<file path="src/hdl/idc_map.svh">
// constants of the instruction decode and fault check block
`ifndef IDC_MAP_SVH
`define IDC_MAP_SVH

// register byte offsets
`define IDC_OFF_CTRL        8'h00
`define IDC_OFF_FLAGS       8'h04
`define IDC_OFF_STATUS      8'h08
`define IDC_OFF_COUNT       8'h0C

// control register fields
`define IDC_CTRL_PROT_BIT   0
`define IDC_CTRL_PRIV_LSB   1
`define IDC_CTRL_RST        32'h0000_0000

// flag word fields
`define IDC_FLG_ZERO_BIT    6
`define IDC_FLG_IF_BIT      9
`define IDC_FLG_IOPRIV_LSB  12
`define IDC_FLG_NEST_BIT    14
`define IDC_FLG_RST         16'h0002

// exception vectors
`define IDC_VEC_NONE        8'h00
`define IDC_VEC_UNDEF       8'h06
`define IDC_VEC_XSEG        8'h09
`define IDC_VEC_NP          8'h0B
`define IDC_VEC_STACK       8'h0C
`define IDC_VEC_GP          8'h0D

// move instruction clock counts
`define IDC_MOV_REG_CLK     6'd2
`define IDC_MOV_RM_MEM_CLK  6'd3
`define IDC_MOV_MR_MEM_CLK  6'd5
`define IDC_MOV_LDACC_CLK   6'd5
`define IDC_MOV_STACC_CLK   6'd3

// processor clock is the input clock divided by this
`define IDC_CLK_DIV         2
// highest word offset of a segment
`define IDC_SEG_TOP         16'hFFFF

`endif

</file>
<file path="src/hdl/idc_pkg.sv">
// types of the instruction decode and fault check block
package idc_pkg;

   // instruction class supplied by the fetch path
   typedef enum logic [3:0] {
      IDC_K_PLAIN,
      IDC_K_PROT_ONLY,
      IDC_K_PRIV,
      IDC_K_IOSENS,
      IDC_K_FLAGLD,
      IDC_K_SELCHK,
      IDC_K_FARXFER,
      IDC_K_SEGLD,
      IDC_K_COPRO,
      IDC_K_XCHG,
      IDC_K_MULTI
   } idc_kind_t;

   typedef enum logic {
      IDC_IDLE,
      IDC_EXEC
   } idc_state_t;

endpackage

</file>
<file path="src/hdl/idc_phase.sv">
// processor clock phase generator, one tick per two input clocks
`timescale 1ns/10ps
`include "idc_map.svh"
module idc_phase
(
   input  wire logic clk_i,
   input  wire logic rst_i,
   output logic      tick_o
);
   logic [1:0] div_ff;
   logic [1:0] nxt_div;

   // count input clocks, tick on the last of each processor clock
   assign nxt_div = (div_ff == 2'(`IDC_CLK_DIV - 1)) ? 2'b00 : div_ff + 2'b01;
   assign tick_o  = (div_ff == 2'(`IDC_CLK_DIV - 1));

   always_ff @(posedge clk_i)
   begin
      if (rst_i)
         div_ff <= 2'b00;
      else
         div_ff <= nxt_div;
   end
endmodule

</file>
<file path="src/hdl/idc_decode.sv">
// instruction decode and fault check with ahb-lite register port
//
// Summary of operation
// - direction bit one makes register the destination, memory for accumulator moves
// - width bit one means word, zero byte
// - sign bit set sign-extends one immediate byte
// - register operand smaller count, memory larger
// - three-part offset adds one clock
// - protected-only instruction in real mode: vector 6
// - real mode word at FFFF: vector 13
// - real mode flag load zeroes io privilege, nesting
// - real mode coprocessor overrun: vector 9
// - marked instructions lock bus regardless of prefix
// - multi-transfer lock may drop between transfers
// - protected memory fault 13, stack limit 12
// - segment load privilege check, not-present 11/12
// - descriptor table accesses assert bus lock
// - far transfer privilege violation: vector 13
// - far transfer beyond code limit: vector 13
// - privileged instruction with nonzero privilege: 13
// - i/o instruction above io privilege: 13
// - flag load guards interrupt enable, io privilege
// - selector violation: no result, zero flag cleared
// - escape: start 13/12, transfer fault 9
// - processor clock is half the input clock
`timescale 1ns/10ps
`include "idc_map.svh"
module idc_decode
   import idc_pkg::*;
(
   input  wire logic        clk_i,
   input  wire logic        rst_i,
   input  wire logic        hsel_i,
   input  wire logic [31:0] haddr_i,
   input  wire logic [1:0]  htrans_i,
   input  wire logic        hwrite_i,
   input  wire logic [2:0]  hsize_i,
   input  wire logic [31:0] hwdata_i,
   input  wire logic        hready_i,
   output logic      [31:0] hrdata_o,
   output logic             hreadyout_o,
   output logic             hresp_o,
   input  wire logic        ins_valid_i,
   output logic             ins_ready_o,
   input  wire idc_kind_t   ins_kind_i,
   input  wire logic [7:0]  ins_op_i,
   input  wire logic [7:0]  ins_modrm_i,
   input  wire logic [15:0] ins_imm_i,
   input  wire logic [15:0] ins_offs_i,
   input  wire logic        ins_ea3_i,
   input  wire logic        ins_lockpfx_i,
   input  wire logic [5:0]  ins_clk_reg_i,
   input  wire logic [5:0]  ins_clk_mem_i,
   input  wire logic        chk_lim_i,
   input  wire logic        chk_acc_i,
   input  wire logic        chk_stack_i,
   input  wire logic        chk_present_i,
   input  wire logic        chk_xfer_i,
   input  wire logic        chk_dest_ss_i,
   input  wire logic [1:0]  chk_req_priv_i,
   input  wire logic [1:0]  chk_desc_priv_i,
   output logic             dec_valid_o,
   output logic             dec_reg_dest_o,
   output logic             dec_word_o,
   output logic      [15:0] dec_imm_o,
   output logic      [5:0]  dec_clocks_o,
   output logic             dec_no_result_o,
   output logic             exc_o,
   output logic      [7:0]  exc_vec_o,
   output logic             lock_o,
   output logic             proc_tick_o
);
   idc_state_t  state_ff, nxt_state;
   logic [31:0] ctrl_ff, hrdata_ff;
   logic [15:0] flags_ff, nxt_flags, exc_cnt_ff, ins_cnt_ff;
   logic [5:0]  cnt_ff, nxt_cnt;
   logic [7:0]  wr_addr_ff, last_vec_ff;
   logic        wr_pend_ff;
   logic [1:0]  lock_sel_ff, nxt_lock_sel;
   logic        lock_ff;
   logic        dec_valid_ff, reg_dest_ff, word_ff, no_res_ff, exc_ff;
   logic [15:0] imm_ff;
   logic [5:0]  clocks_ff;
   logic [7:0]  vec_ff;

   // processor clock phase
   idc_phase u_phase
   (
      .clk_i  (clk_i),
      .rst_i  (rst_i),
      .tick_o (proc_tick_o)
   );

   // mode and privilege context
   wire       prot   = ctrl_ff[`IDC_CTRL_PROT_BIT];
   wire       real_m = ~prot;
   wire [1:0] cur_priv = ctrl_ff[`IDC_CTRL_PRIV_LSB +: 2];
   wire [1:0] io_priv  = flags_ff[`IDC_FLG_IOPRIV_LSB +: 2];
   wire       accept = ins_valid_i & ins_ready_o;

   // opcode field decode, move forms first
   wire [7:0] op         = ins_op_i;
   wire       mod_mem    = (ins_modrm_i[7:6] != 2'b11);
   wire       mov_rm     = (op[7:2] == 6'b100010);
   wire       mov_imm_rm = (op[7:1] == 7'b1100011);
   wire       mov_imm_rg = (op[7:4] == 4'b1011);
   wire       mov_acc    = (op[7:2] == 6'b101000);
   wire       sx_form    = (op[7:2] == 6'b100000);
   wire       is_mov     = mov_rm | mov_imm_rm | mov_imm_rg | mov_acc;
   wire       d_bit      = op[1];
   wire       s_bit      = op[1];

   // width bit sits at bit 3 for the short immediate move
   wire word_op = mov_imm_rg ? op[3] : op[0];

   // register field as destination or source
   wire reg_dest = mov_imm_rg ? 1'b1 :
                   mov_imm_rm ? 1'b0 :
                   mov_acc    ? ~d_bit : d_bit;

   // memory operand present
   wire mem_opnd = mov_imm_rg ? 1'b0 : mov_acc ? 1'b1 : mod_mem;

   // immediate operand forming
   wire [15:0] imm_sx  = {{8{ins_imm_i[7]}}, ins_imm_i[7:0]};
   wire [15:0] imm_val = (sx_form & s_bit) ? imm_sx :
                         word_op ? ins_imm_i : {8'h00, ins_imm_i[7:0]};

   // clock counts of the move forms
   wire [5:0] mov_mem_clk = mov_acc ? (d_bit ? `IDC_MOV_STACC_CLK : `IDC_MOV_LDACC_CLK) :
                            (mov_rm & d_bit) ? `IDC_MOV_MR_MEM_CLK : `IDC_MOV_RM_MEM_CLK;
   wire [5:0] reg_clk     = is_mov ? `IDC_MOV_REG_CLK : ins_clk_reg_i;
   wire [5:0] mem_clk     = is_mov ? mov_mem_clk : ins_clk_mem_i;
   wire [5:0] base_clk    = mem_opnd ? mem_clk : reg_clk;
   wire       ea3_extra   = mem_opnd & ~mov_acc & ins_ea3_i;
   wire [5:0] tot_clk     = base_clk + {5'd0, ea3_extra};

   // privilege compares
   wire [1:0] eff_pl   = (cur_priv > chk_req_priv_i) ? cur_priv : chk_req_priv_i;
   wire       sel_viol = (eff_pl > chk_desc_priv_i);
   wire       far_viol = (chk_desc_priv_i > cur_priv) | sel_viol;
   wire       k_prot   = (ins_kind_i == IDC_K_PROT_ONLY);
   wire       k_copro  = (ins_kind_i == IDC_K_COPRO);
   wire       k_seg    = (ins_kind_i == IDC_K_SEGLD);
   wire       k_far    = (ins_kind_i == IDC_K_FARXFER);
   wire       k_sel    = (ins_kind_i == IDC_K_SELCHK);

   // individual fault conditions
   wire f_undef   = real_m & k_prot;
   wire f_priv    = prot & (ins_kind_i == IDC_K_PRIV) & (cur_priv != 2'b00);
   wire f_io      = prot & (ins_kind_i == IDC_K_IOSENS) & (cur_priv > io_priv);
   wire f_wrap    = real_m & word_op & mem_opnd & (ins_offs_i == `IDC_SEG_TOP);
   wire f_resc    = real_m & k_copro & (chk_lim_i | chk_xfer_i);
   wire f_farpl   = prot & k_far & far_viol;
   wire f_farlim  = prot & k_far & chk_lim_i;
   wire f_segpl   = prot & k_seg & sel_viol;
   wire f_segnp   = prot & k_seg & ~chk_present_i;
   wire f_mem     = prot & (mem_opnd | k_copro) & ~k_far & (chk_lim_i | chk_acc_i);
   wire f_pesc    = prot & k_copro & chk_xfer_i;
   wire sel_quiet = prot & k_sel & sel_viol;

   // vector selection in priority order
   wire [7:0] vec =
      f_undef              ? `IDC_VEC_UNDEF :
      (f_priv | f_io)      ? `IDC_VEC_GP    :
      (f_farpl | f_farlim) ? `IDC_VEC_GP    :
      f_segpl              ? `IDC_VEC_GP    :
      f_segnp              ? (chk_dest_ss_i ? `IDC_VEC_STACK : `IDC_VEC_NP) :
      f_mem                ? (chk_stack_i ? `IDC_VEC_STACK : `IDC_VEC_GP) :
      f_wrap               ? `IDC_VEC_GP    :
      (f_resc | f_pesc)    ? `IDC_VEC_XSEG  : `IDC_VEC_NONE;
   wire fault = (vec != `IDC_VEC_NONE);

   // flag word load with mode guards
   wire        do_flagld = accept & ~fault & (ins_kind_i == IDC_K_FLAGLD);
   wire [15:0] fl_src    = ins_imm_i;
   wire        fl_if_keep = prot & (cur_priv > io_priv);
   wire        fl_if     = fl_if_keep ? flags_ff[`IDC_FLG_IF_BIT] : fl_src[`IDC_FLG_IF_BIT];
   wire [1:0]  fl_iopriv = real_m ? 2'b00 :
                           (cur_priv == 2'b00) ? fl_src[`IDC_FLG_IOPRIV_LSB +: 2] : io_priv;
   wire        fl_nest   = real_m ? 1'b0 : fl_src[`IDC_FLG_NEST_BIT];
   wire [15:0] fl_loaded = {fl_src[15], fl_nest, fl_iopriv, fl_src[11:10], fl_if, fl_src[8:0]};

   // ahb-lite address phase and register decode
   wire       ahb_go   = hsel_i & hready_i & htrans_i[1];
   wire [7:0] a_off    = haddr_i[7:0];
   wire       hit_ctrl = (wr_addr_ff == `IDC_OFF_CTRL);
   wire       hit_flg  = (wr_addr_ff == `IDC_OFF_FLAGS);
   wire [31:0] status_w = {22'd0, lock_ff, (state_ff == IDC_EXEC), last_vec_ff};
   wire [31:0] rd_mux  =
      (a_off == `IDC_OFF_CTRL)   ? ctrl_ff :
      (a_off == `IDC_OFF_FLAGS)  ? {16'h0000, flags_ff} :
      (a_off == `IDC_OFF_STATUS) ? status_w :
      (a_off == `IDC_OFF_COUNT)  ? {exc_cnt_ff, ins_cnt_ff} : 32'h0000_0000;

   assign hreadyout_o = 1'b1;
   assign hresp_o     = 1'b0;
   assign hrdata_o    = hrdata_ff;

   // flag word next value, instruction load wins over software
   always_comb
   begin
      nxt_flags = flags_ff;
      if (wr_pend_ff & hit_flg)
         nxt_flags = hwdata_i[15:0];
      if (sel_quiet & accept)
         nxt_flags[`IDC_FLG_ZERO_BIT] = 1'b0;
      if (do_flagld)
         nxt_flags = fl_loaded;
   end

   // execution sequencer counting processor clocks
   always_comb
   begin
      nxt_state = state_ff;
      nxt_cnt   = cnt_ff;
      unique case (state_ff)
         IDC_IDLE:
         begin
            if (accept & ~fault)
            begin
               nxt_state = IDC_EXEC;
               nxt_cnt   = tot_clk;
            end
         end
         IDC_EXEC:
         begin
            if (proc_tick_o)
            begin
               nxt_cnt = cnt_ff - 6'd1;
               if (cnt_ff <= 6'd1)
                  nxt_state = IDC_IDLE;
            end
         end
      endcase
   end
   assign ins_ready_o = (state_ff == IDC_IDLE);

   // lock mode: 0 none, 1 whole instruction, 2 alternate clocks
   assign nxt_lock_sel =
      (ins_kind_i == IDC_K_MULTI) ? 2'd2 :
      ((ins_kind_i == IDC_K_XCHG) & mem_opnd) | ins_lockpfx_i ? 2'd1 :
      (prot & (k_seg | k_far)) ? 2'd1 : 2'd0;

   // bus lock driven from a flip-flop, mode of the new instruction from its accept
   wire [1:0] lock_mode = accept ? nxt_lock_sel : lock_sel_ff;
   wire lock_next = (nxt_state == IDC_EXEC) &
                    ((lock_mode == 2'd1) | ((lock_mode == 2'd2) & nxt_cnt[0]));

   // bus write data phase and read capture
   always_ff @(posedge clk_i)
   begin
      if (rst_i)
      begin
         wr_pend_ff <= 1'b0;
         wr_addr_ff <= 8'h00;
         hrdata_ff  <= 32'h0000_0000;
      end
      else
      begin
         wr_pend_ff <= ahb_go & hwrite_i;
         wr_addr_ff <= a_off;
         hrdata_ff  <= (ahb_go & ~hwrite_i) ? rd_mux : hrdata_ff;
      end
   end

   // control register and flag word
   always_ff @(posedge clk_i)
   begin
      if (rst_i)
      begin
         ctrl_ff  <= `IDC_CTRL_RST;
         flags_ff <= `IDC_FLG_RST;
      end
      else
      begin
         ctrl_ff  <= (wr_pend_ff & hit_ctrl) ? {29'd0, hwdata_i[2:0]} : ctrl_ff;
         flags_ff <= nxt_flags;
      end
   end

   // sequencer, lock and counters
   always_ff @(posedge clk_i)
   begin
      if (rst_i)
      begin
         state_ff    <= IDC_IDLE;
         cnt_ff      <= 6'd0;
         lock_sel_ff <= 2'd0;
         lock_ff     <= 1'b0;
         last_vec_ff <= `IDC_VEC_NONE;
         exc_cnt_ff  <= 16'h0000;
         ins_cnt_ff  <= 16'h0000;
      end
      else
      begin
         state_ff    <= nxt_state;
         cnt_ff      <= nxt_cnt;
         lock_sel_ff <= lock_mode;
         lock_ff     <= lock_next;
         last_vec_ff <= (accept & fault) ? vec : last_vec_ff;
         exc_cnt_ff  <= exc_cnt_ff + {15'd0, accept & fault};
         ins_cnt_ff  <= ins_cnt_ff + {15'd0, accept & ~fault};
      end
   end
   assign lock_o = lock_ff;

   // decode fields held until the next accepted instruction, valid and fault flags for one cycle
   always_ff @(posedge clk_i)
   begin
      if (rst_i)
      begin
         dec_valid_ff <= 1'b0;
         exc_ff       <= 1'b0;
         vec_ff       <= `IDC_VEC_NONE;
         reg_dest_ff  <= 1'b0;
         word_ff      <= 1'b0;
         imm_ff       <= 16'h0000;
         clocks_ff    <= 6'd0;
         no_res_ff    <= 1'b0;
      end
      else
      begin
         dec_valid_ff <= accept & ~fault;
         exc_ff       <= accept & fault;
         vec_ff       <= accept ? vec : vec_ff;
         reg_dest_ff  <= accept ? reg_dest : reg_dest_ff;
         word_ff      <= accept ? word_op : word_ff;
         imm_ff       <= accept ? imm_val : imm_ff;
         clocks_ff    <= accept ? tot_clk : clocks_ff;
         no_res_ff    <= accept ? sel_quiet : no_res_ff;
      end
   end
   assign dec_valid_o     = dec_valid_ff;
   assign exc_o           = exc_ff;
   assign exc_vec_o       = vec_ff;
   assign dec_reg_dest_o  = reg_dest_ff;
   assign dec_word_o      = word_ff;
   assign dec_imm_o       = imm_ff;
   assign dec_clocks_o    = clocks_ff;
   assign dec_no_result_o = no_res_ff;

   // helper: input clocks spent executing
   logic [7:0] run_ff;
   always_ff @(posedge clk_i)
   begin
      if (rst_i)
         run_ff <= 8'd0;
      else
         run_ff <= (state_ff == IDC_EXEC) ? run_ff + 8'd1 : 8'd0;
   end
endmodule

</file>
<file path="config.mk">
export PLATFORM = sky130hd
export DESIGN_NAME = idc_decode
export DESIGN_NICKNAME = d
export VERILOG_FILES = /design/src/hdl/idc_pkg.sv /design/src/hdl/idc_phase.sv /design/src/hdl/idc_decode.sv
export VERILOG_INCLUDE_DIRS = /design/src /design/src/hdl
export SDC_FILE = /design/constraint.sdc
export NUM_CORES = 1
export LEC_CHECK = 0
export BUFFER_PORTS_ARGS = -buffer_cell sky130_fd_sc_hd__clkbuf_2
export CAP_MARGIN = 30
export CORE_MARGIN = 2
export CORE_UTILIZATION = 39
export CTS_BUF_LIST = sky130_fd_sc_hd__clkbuf_4 sky130_fd_sc_hd__clkbuf_8 sky130_fd_sc_hd__clkbuf_16
export DETAILED_ROUTE_END_ITERATION = 16
export PLACE_DENSITY = 0.62
export SYNTH_ARGS = -nofsm -noshare
export SYNTH_HDL_FRONTEND = slang
export SYNTH_SLANG_ARGS = --single-unit
</file>
<file path="constraint.sdc">
create_clock -name clk_i -period 9.7 [get_ports clk_i]
set_input_delay 0.97 -clock clk_i [delete_from_list [all_inputs] [get_ports clk_i]]
set_output_delay 0.97 -clock clk_i [all_outputs]
set_load 0.005 [all_outputs]
</file>
==> metrics.txt <==
outcome=completed; Finished Layout Cells=1146; Slew HR=about a third; delay of the slowest critical-path stage=about 0.83 ns; Hold Path Origin=u_phase.div_ff[0]; most frequent cell after synthesis=dfxtp_1; total CTS buffers=17; post-synth top area cell=dfxtp_1; nets@finish=1082; setup TNS=0 ns; CP Max Fanout=14; Tmin final=4.30 ns; share of flip-flops with an asynchronous set or reset=0%; Setup CP Type=in -> reg; # diodes=0; worst hold slack=0.433 ns; Seq/Total Area, Yosys=41.8%; Die X=135 µm; most frequent cell on the critical path=ha_1; number of synthesized flops with an enable pin=0; maxcap violations=0; post-route cell area=0.00821 mm²; IO Port Bufs=166; setup violators final=0; Final Hold Viols=0; synthesis-stage register bit count=roughly 140; Cells after Synth=770; H-tree Lvls=4; Setup crit end=ins_cnt_ff[14]; largest net degree at the start of global routing=74; Starting DRT DRC Count=293; post-detailed-route DRC marker count=0; Rows=47; Ports=between 200 and 250; worst path cell trace=clkbuf_2 > inv_1 > ha_1 > o22ai_1 > mux2i_1 > ha_1 > nor2b_1 > a2bb2oi_1 > o21ai_0 > o31ai_2 > nor3_2 > ha_1 > and2_1 > nand4_1 > or3_1 > a21oi_1; drt pass-1 iters=7; Placed Cells incl. Taps=1114; clk root buf=clkbuf_16; CP Launch Point=chk_req_priv_i[1]; hold path depth=1; unrepaired setup endpoints after global routing=no; Worst Clk Skew=between 0.006 and 0.007 ns; Pins Over Slew Limit=0; Initial Util=40.0%; Synth Flop Type=dfxtp_1; Total Power=1400 µW; CTS Hold Buffers Added=0; vias per inst=5.19; Post-CTS Setup Bufs=0; top cells by area, synth=dfxtp_1, nor2_1, nand2_1; Crit Reg-Reg Endpoint=ins_cnt_ff[14]; syn_area_per_cell=8.65 µm²; slew of the pin with the lowest slew margin=approximately 1.0 ns; RePlAce Congestion=just over 0.8; Netlist Area Pre-Place=0.00666 mm²; Clock Path Buffers=2; Arr. time, crit path=4.66 ns; Synth cell types=72; Hold WC Path Type=reg -> reg; layout cells sized above 1=around 26%; Pwr per Cell Area=171 mW/mm²; YS warnings=0; die height=135 µm; post-CTS sizing=0; CTS tree=done; reg2reg start=ctrl_ff[1]; Placed Area=about 0.0076 mm²; HPWL Detailed=13100 µm; slowest CP cell=nor3_2; remaining antenna violation count=0; CP required=between 10 and 15 ns; CTS clk-pin slew, worst paths=about 0.06 ns; Startpoint Class=input pin; routed wire length=17700 µm; CORE AREA=0.0166 mm²; Max VDD drop=0.126 mV; Crit path depth=16; DIE AREA=0.0181 mm²; Reg2Reg Depth=16; initial antenna violation count=0; top cells by count, synth=dfxtp_1, nor2_1, nand2_1; area delta synth->final=23.2%; worst skew pair latency=0.42 ns; Synth top area share=41.8%; worst reg2reg setup slack=5.40 ns; first-pass GRT wire length=28800 µm; Global Route Usage Sum=around a fifth; delay-heaviest family, CP=simple AND/OR/NAND/NOR gates; CP bufs+invs=2; Fmax=about 0.23 GHz; number of global-route vias before repair=5694; crit end category=register; leakage=between 0.003 and 0.004 µW; Clock Sink Count=139; global route overflow=0; via count=5947; part of the cycle the worst path needs=between 40 and 50%; wire per inst=15.4 µm
## registers in the layout, summed over array words and instances (netlist names), 6 cells and up
name / count
ins_cnt_ff: 16
dec_clocks_o: 6
wr_addr_ff: 8
dec_imm_o: 16
hrdata_o: 32
cnt_ff: 6
exc_cnt_ff: 16
flags_ff: 16
## cell families after synthesis
group / count (synthesis) / synth area share (%)
AO/OA/AOI/OAI: 165 / 17.1
XOR/XNOR: 29 / 3.81
adder cells (fa/ha/maj): 18 / 3.38
buffers and inverters: 72 / 4.71
flip-flops: 139 / 41.8
multiplexers: 35 / 6.05
other: 2 / 0.113
AND/OR/NAND/NOR: 310 / 23.0
## stage by stage
stage / util, % / worst slack, ns
global route: 49.3 / 5.06
finish: 49.3 / 5.40
global placement: 45.6 / 4.92
CTS: 49.3 / 5.33
floorplan: - / 5.75
detailed placement: 45.7 / 4.92
## area by class of cell
cell class                      instances  area, µm²
Sequential cell                       139       2780
Clock buffer                           24        497
Fill cell                            1638       8430
Inverter                               21       78.8
Clock inverter                          8        115
Tap cell                              220        275
Timing Repair Buffer                  171        878
Multi-Input combinational cell        563       3580
## worst register-to-register path: stages (launching register included)
cell and delay [ns]:
dfxtp_1 0.48, inv_1 0.16, ha_1 0.30, inv_1 0.03
o22ai_1 0.18, mux2i_1 0.21, ha_1 0.17, nor2b_1 0.04
a2bb2oi_1 0.16, o21ai_0 0.29, o31ai_2 0.20, nor3_2 0.83
ha_1 0.28, and2_1 0.31, nand4_1 0.14, or3_1 0.31
a21oi_1 0.13
## layer usage
layer  vias to the layer above  routed length (µm)  part of all wire [%]  track usage [%]
met5                         -                   0                     0                0
met4                         0                 242                   1.4             5.85
met3                        18                1080                   6.1             6.16
met2                       138                8230                    47             32.2
met1                      2774                8110                    46             25.7
li1                       3017                   -                     -                -
## cell usage in the layout, fill, tap and decap left out, types with 14 or more instances in the layout
| cell type | instances |
|---|---|
| o21ai_0 | 18 |
| dfxtp_1 | 139 |
| a21oi_1 | 42 |
| nor2b_1 | 18 |
| nand3_1 | 15 |
| inv_1 | 21 |
| a22oi_1 | 30 |
| clkbuf_16 | 17 |
| clkbuf_2 | 165 |
| nand2_1 | 79 |
| nor2_1 | 103 |
| a211oi_1 | 20 |
| a31oi_1 | 14 |
| xor2_1 | 17 |
| ha_1 | 18 |
| mux2i_1 | 20 |
## worst min-delay path by stage
stage	end	slack, ns
3_3_place_gp	u_phase.div_ff[0]	0.42
3_5_place_dp	u_phase.div_ff[0]	0.43
4_1_cts	u_phase.div_ff[0]	0.44
6_report	u_phase.div_ff[0]	0.43
2_1_floorplan	u_phase.div_ff[0]	0.41
5_1_grt	u_phase.div_ff[0]	0.45
## where the power goes
part | switching, µW | internal, µW
logic | 79.2 | 58.9
clock network | 233 | 433
registers | 10.9 | 589
(Power assumes the default switching activity.)
